## src/cpmc_pkg.sv

```systemverilog
// package: register map, field layout and types for clock path mode config
package cpmc_pkg;

	// ----------------------------------------
	// register offsets (byte addresses)
	// ----------------------------------------
	localparam logic [9:0] CPMC_OFS_PLL_MODE = 10'h010;
	localparam logic [9:0] CPMC_OFS_VCO_CAL = 10'h018;
	localparam logic [9:0] CPMC_OFS_REF_EN = 10'h01C;
	localparam logic [9:0] CPMC_OFS_VCO_DIV = 10'h1E0;
	localparam logic [9:0] CPMC_OFS_DIST_SRC = 10'h1E1;
	localparam logic [9:0] CPMC_OFS_UPDATE = 10'h232;

	// ----------------------------------------
	// field positions
	// ----------------------------------------
	localparam int CPMC_POS_PLL_MODE = 0;
	localparam int CPMC_POS_CP_MODE = 2;
	localparam int CPMC_POS_PFD_POL = 7;
	localparam int CPMC_POS_CAL = 0;
	localparam int CPMC_POS_BYPASS = 0;
	localparam int CPMC_POS_SRC_VCO = 1;
	localparam int CPMC_POS_UPDATE = 0;

	// ----------------------------------------
	// reset values
	// ----------------------------------------
	localparam logic [7:0] CPMC_RST_PLL_MODE = 8'h01;
	localparam logic [7:0] CPMC_RST_VCO_CAL = 8'h00;
	localparam logic [7:0] CPMC_RST_REF_EN = 8'h00;
	localparam logic [7:0] CPMC_RST_VCO_DIV = 8'h00;
	localparam logic [7:0] CPMC_RST_DIST_SRC = 8'h00;

	// ----------------------------------------
	// encodings
	// ----------------------------------------
	localparam logic [1:0] CPMC_PLL_NORMAL = 2'h0;
	localparam logic [1:0] CPMC_PLL_ASYNC_PD = 2'h1;

	typedef enum logic [1:0] {
		CPMC_CP_HIGH_Z = 2'h0,
		CPMC_CP_PUMP_UP = 2'h1,
		CPMC_CP_PUMP_DOWN = 2'h2,
		CPMC_CP_NORMAL = 2'h3
	} cpmc_cp_mode_t;

	// one image of all stored registers
	typedef struct packed {
		logic [7:0] pll_mode_control;
		logic [7:0] vco_calibration_control;
		logic [7:0] reference_input_enable;
		logic [7:0] vco_divider_ratio;
		logic [7:0] distribution_source_select;
	} cpmc_regs_t;

	localparam cpmc_regs_t CPMC_REGS_RST = '{
		pll_mode_control: CPMC_RST_PLL_MODE,
		vco_calibration_control: CPMC_RST_VCO_CAL,
		reference_input_enable: CPMC_RST_REF_EN,
		vco_divider_ratio: CPMC_RST_VCO_DIV,
		distribution_source_select: CPMC_RST_DIST_SRC
	};

	// decoded clock path controls
	typedef struct packed {
		logic pll_on;
		logic pll_power_down;
		logic src_vco;
		logic src_ext_clk;
		logic div_bypass;
		logic pfd_negative;
		cpmc_cp_mode_t cp_mode;
		logic [2:0] vco_div_sel;
		logic [2:0] ref_enable;
	} cpmc_path_t;

endpackage

```

## src/cpmc_cal_seq.sv

```systemverilog
// module: vco calibration start sequencer on the update strobe
`timescale 1ns/1ps
module cpmc_cal_seq
	import cpmc_pkg::*;
(
	// clock and reset
	input wire logic clock,
	input wire logic rst_n,
	// control
	input wire logic update,
	input wire logic cal_staged,
	// status
	output logic cal_start,
	output logic cal_armed
);

	// ----------------------------------------
	// state
	// ----------------------------------------
	typedef enum logic [1:0] {
		CPMC_CAL_IDLE = 2'b01,
		CPMC_CAL_ARMED = 2'b10
	} cpmc_cal_st_t;

	cpmc_cal_st_t st_r;
	cpmc_cal_st_t st_nxt;
	logic start_r;
	logic start_nxt;

	// a start needs the staged bit 1 at an update strobe while idle, and a strobe must see it 0 to leave armed, so a held 1 cannot retrigger
	always_comb begin
		st_nxt = st_r;
		start_nxt = 1'b0;
		case (st_r)
			CPMC_CAL_IDLE: begin
				if (update && cal_staged) begin
					st_nxt = CPMC_CAL_ARMED;
					start_nxt = 1'b1;
				end
			end
			CPMC_CAL_ARMED: begin
				if (update && !cal_staged) begin
					st_nxt = CPMC_CAL_IDLE;
				end
			end
			default: begin
				st_nxt = CPMC_CAL_IDLE;
			end
		endcase
	end

	always_ff @(posedge clock or negedge rst_n) begin
		if (!rst_n) begin
			st_r <= CPMC_CAL_IDLE;
			start_r <= 1'b0;
		end else begin
			st_r <= st_nxt;
			start_r <= start_nxt;
		end
	end

	assign cal_start = start_r;
	// one-hot: bit 1 is the armed flop, so busy leaves as a bare flop
	assign cal_armed = st_r[1];

endmodule

```

## src/cpmc_top.sv

```systemverilog
// module: clock path mode configuration registers and decode
// Operation
// - pll mode 00 normal, 01 async power-down
// - source bit 1 vco, 0 external clock
// - bypass bit 0 uses divider, 1 bypasses
// - polarity bit 0 positive, 1 negative
// - update strobe with cal bit set starts calibration, once until a strobe sees the bit clear
// - charge pump has four two-bit modes
// - reset: pll off, divide two, external clock
`timescale 1ns/1ps
module cpmc_top
	import cpmc_pkg::*;
#(
	parameter int ADDR_W = 10
) (
	// clock and reset
	input wire logic clock,
	input wire logic rst_n,
	// register port
	input wire logic [ADDR_W-1:0] reg_addr,
	input wire logic reg_wr,
	input wire logic reg_rd,
	input wire logic [7:0] reg_wdata,
	output logic [7:0] reg_rdata,
	output logic reg_rvalid,
	// clock path controls
	output cpmc_path_t path,
	output logic cal_start,
	output logic cal_busy
);

	// ----------------------------------------
	// staging and active images
	// ----------------------------------------
	cpmc_regs_t stage_r;
	cpmc_regs_t stage_nxt;
	cpmc_regs_t act_r;
	cpmc_regs_t act_nxt;
	logic update;

	assign update = reg_wr && (reg_addr == CPMC_OFS_UPDATE[ADDR_W-1:0])
		&& reg_wdata[CPMC_POS_UPDATE];

	always_comb begin
		stage_nxt = stage_r;
		if (reg_wr) begin
			case (reg_addr)
				CPMC_OFS_PLL_MODE[ADDR_W-1:0]: begin
					stage_nxt.pll_mode_control = reg_wdata;
				end
				CPMC_OFS_VCO_CAL[ADDR_W-1:0]: begin
					stage_nxt.vco_calibration_control = reg_wdata;
				end
				CPMC_OFS_REF_EN[ADDR_W-1:0]: begin
					stage_nxt.reference_input_enable = reg_wdata;
				end
				CPMC_OFS_VCO_DIV[ADDR_W-1:0]: begin
					stage_nxt.vco_divider_ratio = reg_wdata;
				end
				CPMC_OFS_DIST_SRC[ADDR_W-1:0]: begin
					stage_nxt.distribution_source_select = reg_wdata;
				end
				default: begin
				end
			endcase
		end
	end

	// update strobe copies the staged image into the active one
	always_comb begin
		act_nxt = act_r;
		if (update) begin
			act_nxt = stage_r;
		end
	end

	always_ff @(posedge clock or negedge rst_n) begin
		if (!rst_n) begin
			stage_r <= CPMC_REGS_RST;
			act_r <= CPMC_REGS_RST;
		end else begin
			stage_r <= stage_nxt;
			act_r <= act_nxt;
		end
	end

	// ----------------------------------------
	// read-back: staged values, update reads zero
	// ----------------------------------------
	logic [7:0] rdata_nxt;
	logic [7:0] rdata_r;
	logic rvalid_r;

	always_comb begin
		rdata_nxt = 8'h00;
		case (reg_addr)
			CPMC_OFS_PLL_MODE[ADDR_W-1:0]: begin
				rdata_nxt = stage_r.pll_mode_control;
			end
			CPMC_OFS_VCO_CAL[ADDR_W-1:0]: begin
				rdata_nxt = stage_r.vco_calibration_control;
			end
			CPMC_OFS_REF_EN[ADDR_W-1:0]: begin
				rdata_nxt = stage_r.reference_input_enable;
			end
			CPMC_OFS_VCO_DIV[ADDR_W-1:0]: begin
				rdata_nxt = stage_r.vco_divider_ratio;
			end
			CPMC_OFS_DIST_SRC[ADDR_W-1:0]: begin
				rdata_nxt = stage_r.distribution_source_select;
			end
			default: begin
				rdata_nxt = 8'h00;
			end
		endcase
		if (!reg_rd) begin
			rdata_nxt = rdata_r;
		end
	end

	always_ff @(posedge clock or negedge rst_n) begin
		if (!rst_n) begin
			rdata_r <= 8'h00;
			rvalid_r <= 1'b0;
		end else begin
			rdata_r <= rdata_nxt;
			rvalid_r <= reg_rd;
		end
	end

	assign reg_rdata = rdata_r;
	assign reg_rvalid = rvalid_r;

	// ----------------------------------------
	// path decode from the active image
	// ----------------------------------------
	cpmc_path_t path_nxt;
	cpmc_path_t path_r;
	logic [1:0] pll_fld;
	logic [1:0] cp_fld;

	assign pll_fld = act_nxt.pll_mode_control[CPMC_POS_PLL_MODE +: 2];
	assign cp_fld = act_nxt.pll_mode_control[CPMC_POS_CP_MODE +: 2];

	always_comb begin
		path_nxt = '0;
		// other mode codes are treated as power-down, the safe state
		path_nxt.pll_on = (pll_fld == CPMC_PLL_NORMAL);
		path_nxt.pll_power_down = !path_nxt.pll_on;
		path_nxt.src_vco =
			act_nxt.distribution_source_select[CPMC_POS_SRC_VCO];
		path_nxt.src_ext_clk = !path_nxt.src_vco;
		path_nxt.div_bypass =
			act_nxt.distribution_source_select[CPMC_POS_BYPASS];
		path_nxt.pfd_negative =
			act_nxt.pll_mode_control[CPMC_POS_PFD_POL];
		path_nxt.cp_mode = cpmc_cp_mode_t'(cp_fld);
		path_nxt.vco_div_sel = act_nxt.vco_divider_ratio[2:0];
		path_nxt.ref_enable = act_nxt.reference_input_enable[2:0];
	end

	always_ff @(posedge clock or negedge rst_n) begin
		if (!rst_n) begin
			path_r <= '{pll_on: 1'b0, pll_power_down: 1'b1, src_vco: 1'b0,
				src_ext_clk: 1'b1, div_bypass: 1'b0, pfd_negative: 1'b0,
				cp_mode: CPMC_CP_HIGH_Z, vco_div_sel: 3'h0,
				ref_enable: 3'h0};
		end else begin
			path_r <= path_nxt;
		end
	end

	assign path = path_r;

	// ----------------------------------------
	// calibration start
	// ----------------------------------------
	logic cal_start_w;
	logic cal_armed_w;

	cpmc_cal_seq cpmc_cal_seq_inst (
		.clock(clock),
		.rst_n(rst_n),
		.update(update),
		.cal_staged(stage_r.vco_calibration_control[CPMC_POS_CAL]),
		.cal_start(cal_start_w),
		.cal_armed(cal_armed_w)
	);

	assign cal_start = cal_start_w;
	assign cal_busy = cal_armed_w;

endmodule

```

## config.mk

```make
export PLATFORM = sky130hd
export DESIGN_NAME = cpmc_top
export DESIGN_NICKNAME = d
export VERILOG_FILES = /design/src/cpmc_pkg.sv /design/src/cpmc_cal_seq.sv /design/src/cpmc_top.sv
export SDC_FILE = /design/constraint.sdc
export NUM_CORES = 1
export LEC_CHECK = 0
export BUFFER_PORTS_ARGS = -buffer_cell sky130_fd_sc_hd__buf_2
export CORE_MARGIN = 3
export CORE_UTILIZATION = 55
export CTS_CLUSTER_DIAMETER = 80
export DETAILED_ROUTE_END_ITERATION = 10
export HOLD_SLACK_MARGIN = 0.12
export PLACE_DENSITY = 0.81
export SKIP_CTS_REPAIR_TIMING = 1
export SLEW_MARGIN = 15
export SYNTH_ARGS = -nofsm -noshare
export SYNTH_HDL_FRONTEND = slang
export SYNTH_SLANG_ARGS = --single-unit
```

## constraint.sdc

```tcl
create_clock -name clock -period 2.8 [get_ports clock]
set_input_delay 0.56 -clock clock [delete_from_list [all_inputs] [get_ports clock]]
set_output_delay 0.56 -clock clock [all_outputs]
set_load 0.1 [all_outputs]
```

# ---- After elaboration in Yosys (flattened, before gate mapping)
# Index checks and enable logic that the tools add are counted.
dict set report totals {
  reg_bits 100
  input_bits 22
  output_inout_bits 25
  elab_cells 56
}
dict set report classes {
  eq_ne 10
  mux 7
  reduce_logical 14
}
# op n
set op_table {}
lappend op_table {{$mux W40} 1}
lappend op_table {{$pmux W8 S5} 1}
lappend op_table {{$eq A10 B5 Y1 const B} 3}
lappend op_table {{$eq A10 B9 Y1 const B} 2}
lappend op_table {{$reduce_and A2 Y1} 6}
lappend op_table {{$eq A10 B10 Y1 const B} 1}
lappend op_table {{$logic_and A1 B1 Y1} 4}
lappend op_table {{$mux W2} 2}
lappend op_table {{$ne A2 B1 Y1 const B} 2}
lappend op_table {{$pmux W2 S2} 1}
lappend op_table {{$logic_not A1 Y1} 3}
lappend op_table {{$eq A2 B1 Y1 const B} 1}
lappend op_table {{$eq A2 B2 Y1 const B} 1}
lappend op_table {{$logic_not A2 Y1} 1}
lappend op_table {{$mux W1} 2}

# ---- Logic depth before layout (Yosys ltp)
dict set report depth {
  ltp_word 6
  ltp_mapped 6
  depth_no_buf 4
}

# ---- By module
# From an unflattened synthesis, not the netlist that was laid out.
dict set report hier_totals {
  hier_cells 216
  hier_area_um2 2971.6
}
# mod n_inst cells_per_inst area_each_um2 seq_area_each_um2
set by_module_without_submodules {}
lappend by_module_without_submodules {cpmc_top 1 208 2859.0 1631.6}
lappend by_module_without_submodules {cpmc_cal_seq 1 8 112.6 76.3}

# ---- Worst setup path after synthesis
# OpenSTA, ideal clock, no wires.
dict set report synth_path {
  kind {input to register}
  from {input reg_wr}
  to {register act_r[16] (netlist bit)}
  setup_ns 0.125
  arrival_time_ns 2.074
  required_ns 2.675
  slack_ns 0.601
  path_stages 5
  path_buffers 2
  path_cell_list {buf_4 or3b_4 nor4_4 buf_6 mux2_2}
}
dict set report synth_between {
  elab_chain_len 2
}
# item line
set synth_rtl {}
lappend synth_rtl {{from (decl)} cpmc_top.sv:21} ;# input wire logic reg_wr,
lappend synth_rtl {{$logic_and A1 B1 Y1} cpmc_top.sv:41} ;# assign update = reg_wr && (reg_addr == CPMC_OFS_UPDATE[ADDR_W-1:0])
lappend synth_rtl {{$logic_and A1 B1 Y1} cpmc_top.sv:42} ;# && reg_wdata[CPMC_POS_UPDATE];
lappend synth_rtl {{to (signal assigned)} cpmc_top.sv:83} ;# act_r <= act_nxt;
lappend synth_rtl {{to (decl)} cpmc_top.sv:37} ;# cpmc_regs_t act_r;
# No other way between the ends.
# A chain may end at the register's enable or synchronous reset.

# ---- Worst setup path in the final report
dict set report layout_path {
  from {input reg_addr[6]}
  to {register stage_r[29] (netlist bit)}
}
dict set report layout_between {
  elab_chain_len 2
}
# item line
set layout_rtl {}
lappend layout_rtl {{from (decl)} cpmc_top.sv:20} ;# input wire logic [ADDR_W-1:0] reg_addr,
lappend layout_rtl {{$eq A10 B5 Y1} cpmc_top.sv:47} ;# case (reg_addr)
lappend layout_rtl {{$reduce_and A2 Y1 (no source line)} n/a}
lappend layout_rtl {{to (signal assigned)} cpmc_top.sv:82} ;# stage_r <= stage_nxt;
lappend layout_rtl {{to (decl)} cpmc_top.sv:35} ;# cpmc_regs_t stage_r;
# No other way between the ends.

==> Implementation_results.wiki <==
{| class="wikitable"
! Metric !! Value
|-
| Status || completed
|-
| Clock slew at reported path FFs || about 0.070 ns
|-
| Clock latency on the worst-skew pair || ~0.33 ns
|-
| Detailed placement HPWL || between 4000 and 5000 µm
|-
| RSZ-0062 raised after global routing || false
|-
| Arrival time of the worst setup path || 2.26 ns
|-
| Post-synth net total || 231
|-
| Number of max-capacitance violations reported || 0
|-
| Final period demand of the worst path || 2.05 ns
|-
| Cell area after synthesis || between 3000 and 4000 µm²
|-
| Antenna fix cells || 0
|-
| Leading cell type in the layout, fill and taps excluded || dfrtp_1
|-
| Final Max Slew Viols || 0
|-
| Worst path cell trace || buf_2 > or3b_2 > nor3_4 > nand4b_2 > mux2_2
|-
| Starting Density || 0.578
|-
| RD Place Congestion || 0.767
|-
| Setup WS post-layout || ~0.75 ns
|-
| Number of global-route vias before repair || 1870
|-
| Fraction of final layout cells with drive strength greater than 1 || 0.543
|-
| Sequential cell area || 1710 µm²
|-
| Synth Area in Simple Gates || 0.0840
|-
| Average vias per placed instance || 5.70
|-
| Crit Path Class || in2reg
|-
| Area share of the largest cell type after synthesis || 0.524
|-
| Startpoint kind of the worst setup timing path || primary input
|-
| Root Buffer Master || clkbuf_8
|-
| Worst slew slack as a fraction of its limit || 0.673
|-
| Routed via count || 1870
|-
| Combinational family with the most area after synthesis || multiplexers
|-
| Share of the synthesized area in compound gates (AO/OA/AOI/OAI) || 0.0516
|-
| Post-synthesis sequential element count || 68
|-
| Number of sinks on the clock net || 68
|-
| H-tree depth || 3
|-
| Worst hold path class || in2async
|-
| Footprint of the multi-input gates || 1170 µm²
|-
| TritonCTS clock tree || built
|-
| Final setup skew || 0.00905 ns
|-
| Synthesized netlist cell count || around 210
|-
| Peak supply drop || 0.496 mV
|-
| Count of TritonRoute iterations in the first routing pass || 4
|-
| Core Box Area || 5200 µm²
|-
| Number of buffers inserted during clock tree synthesis || 9
|-
| Number of setup violations in the final report || 0
|-
| Initial drt markers || 81
|-
| Antenna violations before repair || 0
|-
| Register area share after synthesis || 0.568
|-
| Worst-path maximum fanout || 8
|-
| Number of buffers on the longest clock path || 2
|-
| Largest area contributor in the synthesized netlist || dfrtp_1
|-
| Number of distinct standard cells referenced by the synthesized netlist || 33
|-
| Floorplan die area || about 6400 µm²
|-
| PortBufs || 46
|-
| Highest-count cells in the layout ignoring fill and taps || dfrtp_1 (63), mux2_2 (60), buf_2 (46)
|-
| Largest net degree at the start of global routing || 69
|-
| DRC viols || 0
|-
| Residual antenna-violating net count after detailed routing || 0
|-
| Post-Synth Adder-Cell Area || 0
|-
| Critical Path Max Stage Delay || 0.54 ns
|-
| Mux share of post-synthesis cell area || 0.254
|-
| Required time at the endpoint of the critical path || 3.01 ns
|-
| Count of final hold-check violations || 0
|-
| Fraction of synthesized cell area in xor and xnor cells || 0
|-
| Die width || 80.0 µm
|-
| Fraction of the cycle the final worst path needs || 0.733
|-
| Die height || 80.0 µm
|-
| Area added between synthesis and finish || 15.3%
|-
| Global-route usage over all layers || 0.197
|-
| Element type at the critical path end || flop
|-
| Fill cell count || ~390
|-
| Routed length per instance || 18.0 µm
|-
| Static Leak || 1.77 nW
|-
| Slew @ Worst Pin || 0.494 ns
|-
| Dominant cells by area after synthesis || dfrtp_1 (52%), mux2_2 (22%), dfstp_2 (4.4%), mux2i_1 (3.0%), buf_4 (3.0%)
|-
| Max Clk Rate || 487 MHz
|-
| Worst slack at placement || 0.400 ns
|-
| Total number of nets in the final design || 275
|-
| Number of cell rows || 26
|-
| First-pass GRT wire length || 9440 µm
|-
| Boundary pin count || 47
|-
| Syn avg cell area || 14.4 µm²
|-
| Power density over the cells || 557 nW/µm²
|-
| GRT Residual Overflow || 0
|-
| Yosys warning total || 0
|-
| Crit-path slowest cell || or3b_2
|-
| Utilization after layout || 0.667
|-
| Total negative slack for setup checks || 0 ns
|-
| Routed WL || just under 6000 µm
|}
[stage by stage]
stage,hold WS [ns],area (µm²),total power [mW],instances
floorplan,0.264,3010,1.06,209
global placement,0.419,3260,1.11,312
detailed placement,0.483,3260,1.11,312
CTS,0.247,3470,1.95,328
global route,0.250,3470,2.00,328
finish,0.230,3470,1.93,328
[cell families (layout without fill, tap and decap cells)]
family / after synthesis / after routing
multiplexers: 69 / 69
AND/OR/NAND/NOR: 33 / 33
flip-flops: 68 / 68
buffers and inverters: 20 / 69
AO/OA/AOI/OAI: 19 / 19
[synth_stat cells]
cell,number
and4_1,1
nand4b_2,1
a211o_1,1
or3_1,1
mux2i_1,9
nand2b_1,9
buf_1,2
inv_1,2
or3b_4,1
nand4bb_1,1
nor3_1,2
buf_4,12
mux2_2,60
nand4_1,2
or3b_2,1
buf_6,1
dfstp_2,5
nor2b_1,1
o221ai_1,8
dfrtp_1,63
or2_2,1
o31a_1,1
clkbuf_1,3
nor3b_2,1
nand4_2,1
a22oi_1,8
nor4_4,1
nor3_4,1
nor2_1,3
nand3_1,1
nand3_2,1
o31ai_1,1
nand2_1,3
[worst max-delay path: cells and delay by family]
kind / cells / cell delay (ns)
buffers and inverters: 1 / 0.10
AND/OR/NAND/NOR: 3 / 1.21
multiplexers: 1 / 0.38
[sequential cells by signal (all words and copies together) (netlist names)]
register	count
stage_r	40
cpmc_cal_seq_inst.st_r	2
act_r	12
reg_rvalid	1
reg_rdata	8
path	4
cpmc_cal_seq_inst.cal_start	1
[per-layer routing]
metal	track usage	wire length (µm)	vias to the layer above
li1	-	-	856
met1	0.255	2700	961
met2	0.315	2870	45
met3	0.0587	288	8
met4	0.0659	62	0
met5	0	0	-
[power by group]
part / total (mW) / switching [mW] / leakage (nW) / internal [mW]
clock network: 0.839 / 0.354 / 0.110 / 0.485
registers: 0.997 / 0.00570 / 0.923 / 0.992
logic: 0.0961 / 0.0621 / 0.738 / 0.0340
[cell type report]
cell class	instances	area share
clock buffers	13	0.0487
clock inverters	3	0.0126
inverters	2	0.00216
multi-input cells	121	0.338
flip-flops and latches	68	0.492
well taps	70	0.0252
repair buffers	51	0.0808
[final timing paths]
path | startpoint | to | slack [ns] | depth (start not counted)
min in group clock | reg_rd | reg_rvalid$_DFF_PN0_ | 0.48 | 1
setup reg to reg | stage_r[22]$_DFFE_PN0P_ | reg_rdata[6]$_DFFE_PN0P_ | 1.69 | 3
hold / removal | rst_n | reg_rdata[4]$_DFFE_PN0P_ | 0.23 | 2
hold reg to reg | act_r[1]$_DFF_PN0_ | path[10]$_DFF_PN1_ | 0.48 | 1
setup / recovery | reg_addr[6] | stage_r[29]$_DFFE_PN0P_ | 0.75 | 5
max in group asynchronous | rst_n | path[12]$_DFF_PN1_ | 2.24 | 2
No activity file was read; power rests on OpenSTA's default activity.
